$ cat src/hw/dmacc_pkg.sv
// Constants and types for the DMA channel control core
// Behaviour
// Bus mode bit 4: 0 cycle-steal, 1 burst; resets to cycle-steal.
// Transfer size bit 3: 0 byte, 1 word; resets to byte.
// Software selects byte size for byte-only peripherals.
// Interrupt enable set raises transfer-end interrupt when transfer-end flag sets.
// Transfer-end flag sets when transfer count reaches zero normally.
// Transfer-end flag stays clear on NMI, address error or enable clear abort.
// Transfer-end flag clears by writing 0 after reading 1; writing 1 ignored.
// Channel enable does not start transfer while transfer-end flag is 1.
// Auto-request starts once both enables set and no blocking flag.
// Peripheral or external mode transfers only on request while enabled.
// Clearing channel enable stops that channel's transfer.
// Channel control bits return to 0 on reset and standby.
// Operation register is 16-bit read/write, zero on reset and standby.
// Operation bits 15-10 and 7-3 read 0; software writes 0.
// Priority field selects fixed, fixed, round-robin or pin round-robin order.
// Address error sets flag; while set no channel is enabled.
// Address error flag clears by 0 write after reading 1.
// NMI sets its flag, blocks channels, clears by 0 after read 1.
// Clearing master enable aborts all channel transfers immediately.
// Each accepted request moves one unit and decrements count by 1.
// Address error or NMI aborts any ongoing transfer.
// Interrupt stays high while interrupt enable and transfer-end flag are 1.
package dmacc_pkg;
  localparam int          DMACC_NCH        = 4;
  localparam logic [7:0]  DMACC_CHANNEL_CONTROL_OFF0  = 8'h00;
  localparam logic [7:0]  DMACC_TCNT_OFF0  = 8'h10;
  localparam logic [7:0]  DMACC_OPCR_OFF   = 8'h20;
  localparam logic [7:0]  DMACC_STEP_OFF   = 8'h04;
  localparam int          DMACC_B_ENABLE   = 0;
  localparam int          DMACC_B_TEND     = 1;
  localparam int          DMACC_B_IRQEN    = 2;
  localparam int          DMACC_B_SIZE     = 3;
  localparam int          DMACC_B_BURST    = 4;
  localparam int          DMACC_B_AUTO     = 5;
  localparam int          DMACC_B_MEN      = 0;
  localparam int          DMACC_B_NONMASKABLE_EVENT_FLAG     = 1;
  localparam int          DMACC_B_AERR     = 2;
  localparam int          DMACC_B_PRIO     = 8;
  localparam logic [15:0] DMACC_CHANNEL_CONTROL_RST   = 16'h0000;
  localparam logic [15:0] DMACC_OPCR_RST   = 16'h0000;
  localparam logic [15:0] DMACC_TCNT_RST   = 16'h0000;
  localparam logic [15:0] DMACC_OPCR_MASK  = 16'h0307;
  typedef enum logic [1:0] {
    DMACC_PR_FIX0  = 2'b00,
    DMACC_PR_FIX1  = 2'b01,
    DMACC_PR_RR    = 2'b10,
    DMACC_PR_PINRR = 2'b11
  } dmacc_prio_t;
endpackage

$ cat src/hw/dmacc_core.sv
// DMA channel control core: channel and operation registers, enable check, counting
`timescale 1ns/1ps
module dmacc_core
  import dmacc_pkg::*;
(
  input  wire logic        clk,
  input  wire logic        rstn,
  input  wire logic        standby,
  input  wire logic [7:0]  addr,
  input  wire logic [15:0] wdata,
  input  wire logic        wr,
  input  wire logic        rd,
  output logic [15:0]      rdata,
  input  wire logic [3:0]  xfer_req,
  input  wire logic        addr_error,
  input  wire logic        nmi,
  output logic [3:0]       unit_grant,
  output logic [3:0]       unit_word,
  output logic [3:0]       burst_mode,
  output logic [3:0]       transfer_end_interrupt
);
  logic [3:0]  channel_enable_q;
  logic [3:0]  transfer_end_flag_q;
  logic [3:0]  completion_irq_enable_q;
  logic [3:0]  transfer_size_q;
  logic [3:0]  bus_mode_select_q;
  logic [3:0]  auto_req_q;
  logic [15:0] transfer_count_q [DMACC_NCH];
  logic [3:0]  tend_seen_q;
  logic [1:0]  prio_q;
  logic        address_error_flag_q;
  logic        nonmaskable_event_flag_q;
  logic        aerr_seen_q;
  logic        nonmaskable_event_flag_seen_q;
  logic        master_enable_q;
  logic [1:0]  last_q;
  logic [3:0]  runnable;
  logic [3:0]  want;
  logic [3:0]  grant_d;
  logic        clr_all;

  function automatic logic [1:0] order_ch(input logic [1:0] mode, input logic [1:0] last,
                                          input logic [1:0] pos);
    logic [1:0] base;
    base = 2'd0;
    case (mode)
      DMACC_PR_FIX0:  base = (pos == 2'd0) ? 2'd0 : 2'(4 - pos);
      DMACC_PR_FIX1:  base = (pos == 2'd0) ? 2'd1 : ((pos == 2'd3) ? 2'd0 : 2'(4 - pos));
      DMACC_PR_RR:    base = (pos == 2'd0) ? 2'd0 : 2'(4 - pos);
      default:        base = 2'(3 - pos);
    endcase
    if (mode[1]) begin
      base = 2'(base + last);
    end
    order_ch = base;
  endfunction

  function automatic logic is_reg(input logic [7:0] a, input logic [7:0] base, output int ch);
    logic hit;
    hit = 1'b0;
    ch  = 0;
    for (int i = 0; i < DMACC_NCH; i++) begin
      if (a == 8'(base + 8'(i) * DMACC_STEP_OFF)) begin
        hit = 1'b1;
        ch  = i;
      end
    end
    is_reg = hit;
  endfunction

  assign clr_all = standby;

  // Channel enabled only when no blocking flag stands
  always_comb begin
    for (int i = 0; i < DMACC_NCH; i++) begin
      runnable[i] = channel_enable_q[i] & master_enable_q & ~transfer_end_flag_q[i]
                    & ~address_error_flag_q & ~nonmaskable_event_flag_q
                    & ~addr_error & ~nmi;
      want[i] = runnable[i] & (auto_req_q[i] | xfer_req[i]);
    end
  end

  // One grant per cycle; walk the priority order
  always_comb begin
    logic [1:0] c;
    logic       found;
    c       = 2'd0;
    found   = 1'b0;
    grant_d = 4'h0;
    for (int p = 0; p < DMACC_NCH; p++) begin
      c = order_ch(prio_q, last_q, 2'(p));
      if (!found && want[c]) begin
        grant_d[c] = 1'b1;
        found      = 1'b1;
      end
    end
  end

  // Rotation point; pin round-robin starts with ch3 top after reset
  always_ff @(posedge clk) begin
    if (!rstn || clr_all) begin
      last_q <= 2'd0;
    end else begin
      for (int i = 0; i < DMACC_NCH; i++) begin
        if (grant_d[i] && prio_q[1]) begin
          // Offset chosen so the granted channel lands at the lowest slot
          last_q <= (prio_q == DMACC_PR_RR) ? 2'(i - 1) : 2'(i);
        end
      end
    end
  end

  // Channel control bits
  always_ff @(posedge clk) begin
    int ch;
    ch = 0;
    if (!rstn || clr_all) begin
      channel_enable_q        <= 4'h0;
      completion_irq_enable_q <= 4'h0;
      transfer_size_q         <= 4'h0;
      bus_mode_select_q       <= 4'h0;
      auto_req_q              <= 4'h0;
    end else if (wr && is_reg(addr, DMACC_CHANNEL_CONTROL_OFF0, ch)) begin
      channel_enable_q[ch]        <= wdata[DMACC_B_ENABLE];
      completion_irq_enable_q[ch] <= wdata[DMACC_B_IRQEN];
      transfer_size_q[ch]         <= wdata[DMACC_B_SIZE];
      bus_mode_select_q[ch]       <= wdata[DMACC_B_BURST];
      auto_req_q[ch]              <= wdata[DMACC_B_AUTO];
    end
  end

  // Transfer count: one unit per grant
  always_ff @(posedge clk) begin
    int ch;
    ch = 0;
    if (!rstn || clr_all) begin
      for (int i = 0; i < DMACC_NCH; i++) begin
        transfer_count_q[i] <= DMACC_TCNT_RST;
      end
    end else begin
      for (int i = 0; i < DMACC_NCH; i++) begin
        if (grant_d[i]) begin
          transfer_count_q[i] <= transfer_count_q[i] - 16'h0001;
        end
      end
      if (wr && is_reg(addr, DMACC_TCNT_OFF0, ch)) begin
        transfer_count_q[ch] <= wdata;
      end
    end
  end

  // Transfer-end flag: set wins over clear; aborts never set it
  always_ff @(posedge clk) begin
    int ch;
    ch = 0;
    if (!rstn || clr_all) begin
      transfer_end_flag_q <= 4'h0;
      tend_seen_q         <= 4'h0;
    end else begin
      if (rd && is_reg(addr, DMACC_CHANNEL_CONTROL_OFF0, ch)) begin
        tend_seen_q[ch] <= transfer_end_flag_q[ch];
      end
      if (wr && is_reg(addr, DMACC_CHANNEL_CONTROL_OFF0, ch) && !wdata[DMACC_B_TEND]
          && tend_seen_q[ch]) begin
        transfer_end_flag_q[ch] <= 1'b0;
        tend_seen_q[ch]         <= 1'b0;
      end
      for (int i = 0; i < DMACC_NCH; i++) begin
        if (grant_d[i] && transfer_count_q[i] == 16'h0001) begin
          transfer_end_flag_q[i] <= 1'b1;
        end
      end
    end
  end

  // Operation register
  always_ff @(posedge clk) begin
    if (!rstn || clr_all) begin
      prio_q          <= DMACC_OPCR_RST[DMACC_B_PRIO +: 2];
      master_enable_q <= DMACC_OPCR_RST[DMACC_B_MEN];
    end else if (wr && addr == DMACC_OPCR_OFF) begin
      prio_q          <= wdata[DMACC_B_PRIO +: 2];
      master_enable_q <= wdata[DMACC_B_MEN];
    end
  end

  // Error flags: hardware set wins over software clear
  always_ff @(posedge clk) begin
    if (!rstn || clr_all) begin
      address_error_flag_q     <= 1'b0;
      nonmaskable_event_flag_q <= 1'b0;
      aerr_seen_q              <= 1'b0;
      nonmaskable_event_flag_seen_q              <= 1'b0;
    end else begin
      if (rd && addr == DMACC_OPCR_OFF) begin
        aerr_seen_q <= address_error_flag_q;
        nonmaskable_event_flag_seen_q <= nonmaskable_event_flag_q;
      end
      if (wr && addr == DMACC_OPCR_OFF) begin
        if (!wdata[DMACC_B_AERR] && aerr_seen_q) begin
          address_error_flag_q <= 1'b0;
          aerr_seen_q          <= 1'b0;
        end
        if (!wdata[DMACC_B_NONMASKABLE_EVENT_FLAG] && nonmaskable_event_flag_seen_q) begin
          nonmaskable_event_flag_q <= 1'b0;
          nonmaskable_event_flag_seen_q              <= 1'b0;
        end
      end
      if (addr_error) begin
        address_error_flag_q <= 1'b1;
      end
      if (nmi) begin
        nonmaskable_event_flag_q <= 1'b1;
      end
    end
  end

  // Read data, one cycle after the strobe
  always_ff @(posedge clk) begin
    int ch;
    ch = 0;
    if (!rstn) begin
      rdata <= 16'h0000;
    end else if (rd && is_reg(addr, DMACC_CHANNEL_CONTROL_OFF0, ch)) begin
      rdata <= {10'h000, auto_req_q[ch], bus_mode_select_q[ch], transfer_size_q[ch],
                completion_irq_enable_q[ch], transfer_end_flag_q[ch], channel_enable_q[ch]};
    end else if (rd && is_reg(addr, DMACC_TCNT_OFF0, ch)) begin
      rdata <= transfer_count_q[ch];
    end else if (rd && addr == DMACC_OPCR_OFF) begin
      rdata <= {6'h00, prio_q, 5'h00, address_error_flag_q,
                nonmaskable_event_flag_q, master_enable_q} & DMACC_OPCR_MASK;
    end else begin
      rdata <= 16'h0000;
    end
  end

  // Registered outputs toward the bus engine and interrupt controller
  always_ff @(posedge clk) begin
    if (!rstn || clr_all) begin
      unit_grant             <= 4'h0;
      unit_word              <= 4'h0;
      burst_mode             <= 4'h0;
      transfer_end_interrupt <= 4'h0;
    end else begin
      unit_grant             <= grant_d;
      unit_word              <= transfer_size_q;
      burst_mode             <= bus_mode_select_q;
      transfer_end_interrupt <= completion_irq_enable_q & transfer_end_flag_q;
    end
  end
endmodule

$ cat config.mk
export PLATFORM = sky130hd
export DESIGN_NAME = dmacc_core
export DESIGN_NICKNAME = d
export VERILOG_FILES = /design/src/hw/dmacc_pkg.sv /design/src/hw/dmacc_core.sv
export SDC_FILE = /design/constraint.sdc
export NUM_CORES = 1
export LEC_CHECK = 0
export BUFFER_PORTS_ARGS = -buffer_cell sky130_fd_sc_hd__buf_4
export CAP_MARGIN = 30
export CORE_AREA = 10 10 153 120
export DETAILED_ROUTE_END_ITERATION = 16
export DIE_AREA = 0 0 163 130
export PLACE_DENSITY_LB_ADDON = 0.3
export SYNTH_ARGS = -nofsm -noshare
export SYNTH_HDL_FRONTEND = slang
export SYNTH_SLANG_ARGS = --single-unit
$ cat constraint.sdc
create_clock -name clk -period 4.15 [get_ports clk]
set_clock_uncertainty 0.1 [all_clocks]
set_input_delay 0.6225 -clock clk [delete_from_list [all_inputs] [get_ports clk]]
set_output_delay 0.6225 -clock clk [all_outputs]
set_load 0.005 [all_outputs]
[Word-level counts from Yosys, hierarchy flattened]
Memories as Yosys holds them, arrays and structs flattened.
Cells that the tools add are included.
Storage, ports and cells
  register bits: 69
  bits in writable memories: 64
  input bits: 35
  output and inout bits: 32
  word-level logic and storage cells: 298
  memories: 1
Memory list
  transfer_count_q: depth 4, bits a word 16, read ports 5, clocked after Yosys merged registers in 0, wr ports 5, RTL line dmacc_core.sv:28  | logic [15:0] transfer_count_q [DMACC_NCH];
Cells by class
  add/sub/neg operators: 8
  $lt $le $gt $ge: 11
  equality and inequality tests: 14
  muxes and demuxes: 139
  bitwise operators: 52
  reduce and logical (&&, ||, !) cells: 50
Operators with widths (count)
  $mux 32: 4
  $mux 1: 80
  $mux 16: 5
  $eq 16x1->1 const B: 4
  $lt 32x4->1 const B: 2
  $sub 16x1->16 const B: 4
  $eq 8x5->1 const B: 4
  $ge 32x1->1 const B: 1
  $mux 2: 16
  $mux 4: 8
  $and 1x1->1: 28
  $logic_and 1x1->1: 27
  $bmux 1 s2: 12
  $bwmux 4: 6
  $eq 8x4->1 const B: 2
  $reduce_bool 2->1: 8
  $and 4x4->4: 3
  $lt 2x3->1 const B: 4
  $or 4x4->4: 3
  $demux 1 s2: 5
  $mux 10: 1
  $not 1->1: 9
  $add 2x2->2: 4
  $eq 8x3->1 const B: 1
  other kinds (16): 33

[Logic depth before layout (Yosys ltp)]
Gate-level depths: netlist of run 1.
  word-level depth: 24
  gate-level depth with buffers: 19
  gate-level depth less buffers: 17

[Least setup slack after synthesis of run 1]
No wires, ideal clock.
  path kind: register to register
  start point: reg prio_q[1]
  end point: mem transfer_count_q[1][0] (enable)
  setup time: 0.372 ns
  arrival: 3.276 ns
  data required time: 3.678 ns
  setup slack: 0.403 ns
  stages on the path, launching flop included: 13
  buffers on the path: 2
  clock period less this slack: 3.747 ns
  path through: dfxtp_1 -> clkbuf_1 -> clkbuf_1 -> nand2_1 -> ha_1 -> inv_1 -> nor4_1 -> o311ai_1 -> nand2_1 -> nor3_2 -> a211oi_2 -> or3_4 -> nand2_1
RTL lines
  start, declared: RTL line dmacc_core.sv:30  | logic [1:0] prio_q;
  start signal, assigned: RTL line dmacc_core.sv:179  | prio_q <= DMACC_OPCR_RST[DMACC_B_PRIO +: 2];
  start signal, assigned: RTL line dmacc_core.sv:182  | prio_q <= wdata[DMACC_B_PRIO +: 2];
  end, declared: RTL line dmacc_core.sv:28

[Final worst setup path of run 1]
  start point: reg prio_q[0]
  end point: reg last_q[0]
Between the ends
  cells in the longest elaborated chain, start to end: 21
  elaborated cells on any way between the ends: 74
  classes of those cells: 4 x add/sub; 8 x order compare; 2 x eq/ne; 39 x mux; 3 x bitwise; 18 x reduce/logical
RTL lines
  branches (longest 21 deep; another with $lt 2x3->1)
  end signal, assigned: RTL line dmacc_core.sv:107  | last_q <= (prio_q == DMACC_PR_RR) ? 2'(i - 1) : 2'(i);
  end, declared: RTL line dmacc_core.sv:36  | logic [1:0] last_q;
Several ways; the timed one is not identified. The select of a mux whose other input is x is not followed.
A chain may end at the register's enable or synchronous reset.

==> flow_summary.toml, run 1 <==
[worst_setup_path]
cpMostUsedCell = "nand2_1"
crit_path_top_delay_cell = "a211oi_1"
crit_path_max_fanout = 9
cp.arrival_ns = 4.01
cp-start-kind = "flop"
criticalPathCategory = "reg2reg"
timing.rr.start = "prio_q[0]"
path_cells = "nand2_1 > ha_1 > inv_1 > nand2_1 > a211oi_1 > a211oi_2 > nor3_2 > a211oi_2 > nor3_2 > nand2_1 > ha_1 > a221oi_1 > nand3_1 > mux2i_1"
worstPathRequired_ns = 4.40
crit_buf_inv = 1
cpLargestDelayFamily = "simple AND/OR/NAND/NOR gates"
cpPeakStageDelay_ns = 0.48
crit_path_start = "prio_q[0]"
end_kind = "flop"

[global_routing]
grt-ovfl-total = 0
antenna_found_initial = 0
grt_max_degree = 35
grt_pass1_wl_um = 34800
grt_usage_pct = 21.3
grt_pass1_vias = 6153

[drt]
dr_total_vias = 6596
drt-wirelength-per-cell_um = 20.4
viasPerCell = 5.99
routed_wl_um = 22500
first_iter_violations = 860
drc = 0
firstDrtPassIters = 5
ant_nets = 0

[cells_and_area]
final_cell_mix = "119 x nand2_1, 86 x buf_4, 75 x nor2_1, 69 x dfxtp_1, 64 x edfxtp_1"
drive_gt1_share_pct = 20.0
syn2layout_area_growth_pct = 17.2
seq_area_um2 = 3300
layout_commonest_cell = "nand2_1"
nFillCells = 1404
diodes = 0
final_cells = 1101
multiInputGateArea_um2 = 4130
nNetsFinal = 926

[sta]
tightest_slew_ns = 0.828
finalHoldViolCount = 0
setup_violations = 0
relSlewSlack_pct = 44.8
rsz0062_at_grt = "false"
min_period_ns = 3.76
max_freq_mhz = 266
min_period_over_period_pct = 90.5
worst_hold_slack_ns = 0.342
final_max_slew_viol_count = 0
finalSetupTns_ns = 0

[power]
switching_share_pct = 25.9
leakage_nw = 3.41
p_comb_share_pct = 7.8
seq_power_share_pct = 45.3
power.internal_mw = 2.38
powerDensity_nw_per_um2 = 358
clockPowerShare_pct = 47.0
vdd_drop_max_mv = 0.265
p_sw_mw = 0.835
finalPower_mw = 3.22

[clock_tree]
cts_setup_buffers = 0
cts-hold-fix-buffers = 0
htree_num_levels = 4
clockBufferDepth = 2
tritoncts = "built"
numCtsBuffers = 17
clk_latency_ns = 0.42
cts-root-buf = "clkbuf_16"
cts_sinks = 133
cts_resized = 0
clk_pin_slew_worst_paths_ns = 0.06

[placement]
dp_cells = 1069
portBuffers = 66
dp_hpwl_um = 16300
finalWeightedCongestion = 0.912

[die]
core-area_um2 = 15500
start_util_pct = 49.5
rows = 40
die-area_um2 = 21200
die_w_um = 163
die_h_um = 130
io_pins = 67

[synth]
async_reset_ff_share_pct = 0
synth_cells = 815
synth_nets = 863
synth.avg_cell_area_um2 = 9.42
yosysWarnings = 0
yosysSeqAreaShare_pct = 43.0
synth_edf_count = 64
synth-seq-cells = 133
syn_area_um2 = 7680
synthFlopType = "dfxtp_1"
synth_cell_type_count = 70

[min_path]
hold_path_class = "in2reg"
worstHoldStart = "addr_error"

[flow_run]
timing.max_cap.violations = 0

[outcome]
run_status = "complete, no violations"
## Yosys cell counts (all sizes together) (4+ instances only)
master / count / area share [%]
mux2: 12 / 1.8
mux4: 7 / 2.1
nor2b: 11 / 0.90
nor3b: 5 / 0.49
xor2: 14 / 1.6
o211ai: 8 / 0.78
or4: 5 / 0.49
inv: 16 / 0.78
ha: 13 / 2.1
mux2i: 27 / 3.5
o21ai: 80 / 6.2
a21oi: 36 / 2.4
nand3: 18 / 1.2
nand2b: 8 / 0.65
buf: 6 / 0.65
a21boi: 6 / 0.59
nor4b: 4 / 0.46
a22oi: 14 / 1.7
and3: 11 / 0.91
and2: 10 / 0.81
nor2: 77 / 3.9
dfxtp: 69 / 18
xnor2: 40 / 4.6
nor3: 18 / 1.3
clkbuf: 36 / 1.8
edfxtp: 64 / 25
nor4: 27 / 2.2
or3: 7 / 0.85
o311ai: 4 / 0.78
nand2: 120 / 5.9
nand3b: 4 / 0.39
a211oi: 6 / 0.72
o31a: 4 / 0.46
nand4: 4 / 0.33
## kinds of logic after synthesis
group / synth area share, %
buf+inv: 3.19
flops: 43.0
simple gates: 21.5
fa+ha+maj: 2.12
compound gates: 15.4
xor+xnor: 7.37
mux: 7.33
## registers in the layout (all words and copies together), names as in the netlist, 2 cells and up, named ones only
register and flops:
completion_irq_enable_q 4, transfer_end_interrupt 4, rdata 16, channel_enable_q 4, burst_mode 4, auto_req_q 4, transfer_end_flag_q 4, unit_grant 4
prio_q 2, last_q 2, unit_word 4, transfer_count_q 64, transfer_size_q 4, bus_mode_select_q 4
## metal layers
metal	global-route usage, %	share of wire (%)	up-vias
met4	5.66	1.4	0
met2	30.5	42	366
met5	0	0	-
met1	31.5	46	3119
met3	4.69	10	30
li1	-	-	3081
## per-stage QoR
step	utilization, %	setup slack [ns]	area, um2
2_1_floorplan	-	0.403	7680
3_3_place_gp	54.2	0.405	8400
3_5_place_dp	54.2	0.377	8400
4_1_cts	58.0	0.521	9000
5_1_grt	58.0	0.102	9000
6_report	58.0	0.393	9000
## tightest hold or removal path: stages
cell,delay [ns]
buf_4,0.08
a21oi_1,0.03
nor2_1,0.09
## power by group through the flow
stage | sequential, mW | clock, mW | combinational (mW)
final | 1.46 | 1.51 | 0.250
after global routing | 1.46 | 1.58 | 0.271
after floorplan | 1.47 | 0 | 0.158
after CTS | 1.46 | 1.53 | 0.247
after detailed placement | 1.48 | 0 | 0.244
after global placement | 1.48 | 0 | 0.243
## final cells by class
| class | count | share of cell area (%) |
|---|---|---|
| Clock buffer | 21 | 5.48 |
| Clock inverter | 11 | 1.13 |
| Multi-Input combinational cell | 624 | 45.9 |
| Tap cell | 210 | 2.92 |
| Timing Repair Buffer | 86 | 7.18 |
| Inverter | 16 | 0.668 |
| Sequential cell | 133 | 36.7 |
## worst paths after layout
check	to	slack [ns]	depth (start not counted)
hold / removal	address_error_flag_q	0.34	3
setup reg to reg	last_q[0]	0.39	14
setup / recovery	last_q[0]	0.39	14
hold reg to reg	completion_irq_enable_q[1]	0.37	2
No activity file was read; power rests on OpenSTA's default activity.
==> run 2, diff against run 1 <==
--- a/config.mk
+++ b/config.mk
@@ -7,9 +7,9 @@
 export LEC_CHECK = 0
 export BUFFER_PORTS_ARGS = -buffer_cell sky130_fd_sc_hd__buf_4
 export CAP_MARGIN = 30
-export CORE_AREA = 10 10 153 120
+export CORE_AREA = 10 10 142 111
 export DETAILED_ROUTE_END_ITERATION = 16
-export DIE_AREA = 0 0 163 130
+export DIE_AREA = 0 0 152 121
 export PLACE_DENSITY_LB_ADDON = 0.3
 export SYNTH_ARGS = -nofsm -noshare
 export SYNTH_HDL_FRONTEND = slang
==> flow_summary.toml, run 2 (synthesis results as in run 1) <==
[cells_and_area]
nFillCells = 1024
final_cell_mix = "119 x nand2_1, 82 x buf_4, 75 x nor2_1, 69 x dfxtp_1, 64 x edfxtp_1"
syn2layout_area_growth_pct = 16.3
diodes = 0
largest_reg_flops = 64
nNetsFinal = 922
final_cells = 1058
regMostFlops = "transfer_count_q"
drive_gt1_share_pct = 20.2
reg_top3 = "transfer_count_q x64, rdata x16"
layout_commonest_cell = "nand2_1"

[die]
die_w_um = 152
start_util_pct = 59.6
rows = 36
io_pins = 67
die-area_um2 = 18400
die_h_um = 121
core-area_um2 = 12900

[sta]
setup_violations = 0
relSlewSlack_pct = 44.4
min_period_over_period_pct = 93.5
tightest_slew_ns = 0.834
fin_ws_ns = 0.269
min_period_ns = 3.88
final_max_slew_viol_count = 0
max_freq_mhz = 258
finalHoldViolCount = 0

[drt]
drc = 0
viasPerCell = 6.41
first_iter_violations = 990
routed_wl_um = 22800
drt-wirelength-per-cell_um = 21.6
firstDrtPassIters = 5
ant_nets = 0
dr_total_vias = 6784

[flow_run]
timing.max_cap.violations = 0

[clock_tree]
clk_pin_slew_worst_paths_ns = 0.06
htree_num_levels = 4
cts_sinks = 133
cts-root-buf = "clkbuf_16"
clockBufferDepth = 2
clk_latency_ns = 0.43
tritoncts = "built"
numCtsBuffers = 17
cts-hold-fix-buffers = 0

[placement]
dp_hpwl_um = 16500
preCtsSetupSlack_ns = 0.289
portBuffers = 66
finalWeightedCongestion = 0.970
dp_cells = 1026

[worst_setup_path]
cp.arrival_ns = 4.13
cp-start-kind = "flop"
r2r-end = "last_q[0]"
r2r_slack_ns = 0.27
timing.rr.start = "prio_q[0]"
criticalPathCategory = "reg2reg"
worstPathRequired_ns = 4.40
end_kind = "flop"
crit_path_max_fanout = 10
endpoint = "last_q[0]"
crit_path_start = "prio_q[0]"
r2r_cells = 15

[global_routing]
antenna_found_initial = 0
grt-ovfl-total = 0
grt_max_degree = 35
grt_pass1_wl_um = 35600
grt_pass1_vias = 6440
grt_usage_pct = 24.1

[min_path]
whs_path_depth = 3
hold_path_class = "in2reg"

[power]
leakage_nw = 3.38
vdd_drop_max_mv = 0.312
powerDensity_nw_per_um2 = 356

[outcome]
run_status = "complete, no violations"
==> run 2: cell type report <==
type / count / area [um2] / share of cell area [%]
Multi-Input combinational cell: 624 / 4160 / 46.6
Sequential cell: 133 / 3300 / 37.0
Clock inverter: 14 / 134 / 1.50
Timing Repair Buffer: 82 / 616 / 6.89
Inverter: 16 / 60.1 / 0.673
Tap cell: 171 / 214 / 2.40
Clock buffer: 18 / 439 / 4.92
==> run 2: critical path, stage by stage, from the launching register on <==
cell      delay, ns
dfxtp_1        0.50
nand2_1        0.13
inv_1          0.16
ha_1           0.21
xor3_1         0.29
nor4_1         0.53
o311ai_2       0.21
nand2_1        0.17
nor3_4         0.07
a211oi_2       0.29
nor3_2         0.09
nand2_1        0.08
ha_1           0.25
a221oi_1       0.40
nand3_1        0.16
mux2i_1        0.18
==> run 2: how the worst min path moves through the flow <==
| stage | startpoint | end | slack (ns) |
|---|---|---|---|
| 2_1_floorplan | bus_mode_select_q[1] | bus_mode_select_q[1] | 0.34 |
| 3_5_place_dp | transfer_size_q[1] | transfer_size_q[1] | 0.37 |
| 4_1_cts | addr_error | address_error_flag_q | 0.32 |
| 6_report | addr_error | address_error_flag_q | 0.33 |
| 3_3_place_gp | completion_irq_enable_q[1] | completion_irq_enable_q[1] | 0.35 |
| 5_1_grt | addr_error | address_error_flag_q | 0.34 |
==> run 2: report_power, final <==
group          internal, mW  switching [mW]  total (mW)
Combinational         0.101           0.148       0.250
Sequential             1.41          0.0541        1.46
Clock                 0.809           0.654        1.46
==> run 2: metrics by stage <==
step	util, %	total power, mW	area [um2]	hold WS (ns)	setup TNS, ns
2_1_floorplan	-	1.63	7680	0.342	0
3_3_place_gp	64.6	1.72	8320	0.354	0
3_5_place_dp	64.6	1.72	8320	0.366	0
4_1_cts	69.1	3.16	8900	0.316	0
5_1_grt	69.3	3.26	8930	0.337	-0.0214
6_report	69.3	3.17	8930	0.329	0
==> run 2: layer usage <==
metal  GRT usage, %  wire length (um)  vias to the layer above
met4           7.50               514                        0
met5              0                 0                        -
met3           6.59              2650                       51
met1           33.5              9660                     3240
li1               -                 -                     3079
met2           35.8              9990                      414
==> run 2: repair_timing <==
| item | 4_1_cts | 5_1_grt |
|---|---|---|
| setup endpoints to repair | 0 | 1 |
| buffers inserted | 0 | 0 |
| resized for setup | 0 | 5 |
==> run 3, diff against run 2 <==
--- a/config.mk
+++ b/config.mk
@@ -7,10 +7,12 @@
 export LEC_CHECK = 0
 export BUFFER_PORTS_ARGS = -buffer_cell sky130_fd_sc_hd__buf_4
 export CAP_MARGIN = 30
-export CORE_AREA = 10 10 142 111
+export CORE_AREA = 10 10 115 137
+export CTS_CLUSTER_DIAMETER = 150
 export DETAILED_ROUTE_END_ITERATION = 16
-export DIE_AREA = 0 0 152 121
+export DIE_AREA = 0 0 125 147
 export PLACE_DENSITY_LB_ADDON = 0.3
+export RECOVER_POWER = 50
 export SYNTH_ARGS = -nofsm -noshare
 export SYNTH_HDL_FRONTEND = slang
 export SYNTH_SLANG_ARGS = --single-unit
==> flow_summary.toml, run 3 (synthesis results as in run 1) <==
[drt]
first_iter_violations = 783
viasPerCell = 6.36
ant_nets = 0
dr_total_vias = 6717
firstDrtPassIters = 6
routed_wl_um = 22800
drt-wirelength-per-cell_um = 21.6
drc = 0

[cells_and_area]
layout_commonest_cell = "nand2_1"
final_cells = 1056
fin_area_um2 = 8800
final_cell_mix = "119 x nand2_1, 76 x nor2_1, 69 x dfxtp_1, 64 x edfxtp_1"
reg_top3 = "transfer_count_q x64, rdata x16"
regMostFlops = "transfer_count_q"
largest_reg_flops = 64
drive_gt1_share_pct = 17.6
nNetsFinal = 923
syn2layout_area_growth_pct = 14.7

[worst_setup_path]
path_cells = "xor3_1 > nor4_1 > o311ai_0 > a32oi_1 > o32ai_1 > a22oi_1 > or3_4 > a21oi_1 > a21o_1"
crit_buf_inv = 0
r2r_slack_ns = 0.39
criticalPathCategory = "reg2reg"
cpPeakStageDelay_ns = 0.64
cp.arrival_ns = 3.84
end_kind = "flop"
crit_path_max_fanout = 15
timing.rr.start = "last_q[1]"
worstPathRequired_ns = 4.23
crit_path_top_delay_cell = "a22oi_1"
r2r_cells = 9
cpLargestDelayFamily = "compound AO/OA/AOI/OAI gates"
r2r-end = "transfer_count_q[0][7]"
cp-start-kind = "flop"

[die]
io_pins = 67
core-area_um2 = 13100
die_h_um = 147
die_w_um = 125
die-area_um2 = 18400
start_util_pct = 58.5
rows = 46

[min_path]
hold_end = "address_error_flag_q"
hold_path_class = "in2reg"
whs_path_depth = 3
worstHoldStart = "addr_error"

[placement]
finalWeightedCongestion = 0.947
placed_cell_area_um2 = 8330
dp_cells = 1024
dp_hpwl_um = 16700
portBuffers = 66

[clock_tree]
clk_latency_ns = 0.43
cts_resized = 0
cts-hold-fix-buffers = 0
cts_sinks = 133
clockBufferDepth = 2
htree_num_levels = 4
cts-root-buf = "clkbuf_16"
cts_setup_buffers = 0
numCtsBuffers = 17
clk_pin_slew_worst_paths_ns = 0.06
tritoncts = "built"

[power]
vdd_drop_max_mv = 0.362
powerDensity_nw_per_um2 = 360
leakage_nw = 3.31
finalPower_mw = 3.17

[sta]
finalHoldViolCount = 0
worst_hold_slack_ns = 0.323
finalSetupTns_ns = 0
rsz0062_at_grt = "false"
relSlewSlack_pct = 23.4
tightest_slew_ns = 1.14
min_period_ns = 3.76
min_period_over_period_pct = 90.6
max_freq_mhz = 266
setup_violations = 0
final_max_slew_viol_count = 0

[global_routing]
grt_usage_pct = 24.2
grt_pass1_wl_um = 35900
grt-ovfl-total = 0
grt_max_degree = 35
antenna_found_initial = 0
grt_pass1_vias = 6571

[outcome]
run_status = "complete, no violations"

[flow_run]
timing.max_cap.violations = 0
-- run 3: cell types whose count changed in the layout (fill, tap and decap cells not counted), sizes merged --
cell	before	now
buf	82	45
clkbuf	18	58
clkinvlp	1	0
diode	0	1
inv	25	23
-- run 3: worst max-delay path by stage --
stage / from / end / slack (ns) / depth (start not counted)
global route: last_q[1] / transfer_count_q[0][7] / 0.15 / 9
floorplan: prio_q[1] / transfer_count_q[1][0] / 0.40 / 12
CTS: last_q[1] / last_q[0] / 0.52 / 12
detailed placement: nmi / transfer_count_q[2][10] / 0.29 / 8
finish: last_q[1] / transfer_count_q[0][7] / 0.39 / 9
global placement: nmi / transfer_count_q[2][10] / 0.35 / 8
-- run 3: layer usage --
metal  up-vias  global-route usage [%]  wire [um]
met5         -                       0          0
met2       366                    42.3      11600
li1       3072                       -          -
met3        64                    5.33       1580
met4         0                    10.1        839
met1      3215                    27.8       8800
-- run 3: layout make-up --
cell class                      count  area (um2)
Sequential cell                   133        3300
Timing Repair Buffer               83         576
Fill cell                        1036        4320
Inverter                           16        60.1
Clock buffer                       20         489
Clock inverter                     11        85.1
Tap cell                          168         210
Multi-Input combinational cell    624        4080
Antenna cell                        1        2.50
-- run 3: metrics by stage --
stage / setup WS [ns] / utilization (%)
6_report: 0.390 / 67.1
5_1_grt: 0.150 / 67.1
4_1_cts: 0.522 / 67.8
3_5_place_dp: 0.291 / 63.5
3_3_place_gp: 0.351 / 63.5
2_1_floorplan: 0.403 / -
-- run 3: power by group --
part | internal, mW | total [mW] | switching, mW
clock | 0.859 | 1.46 | 0.605
combinational | 0.0998 | 0.246 | 0.146
sequential | 1.41 | 1.46 | 0.0508
-- run 3: worst reg2reg max path: stages, from the launching register on --
cell and delay [ns]:
dfxtp_1 0.63, xor3_1 0.48, nor4_1 0.49, o311ai_0 0.20, a32oi_1 0.26, o32ai_1 0.13, a22oi_1 0.64, or3_4 0.38
a21oi_1 0.07, a21o_1 0.15
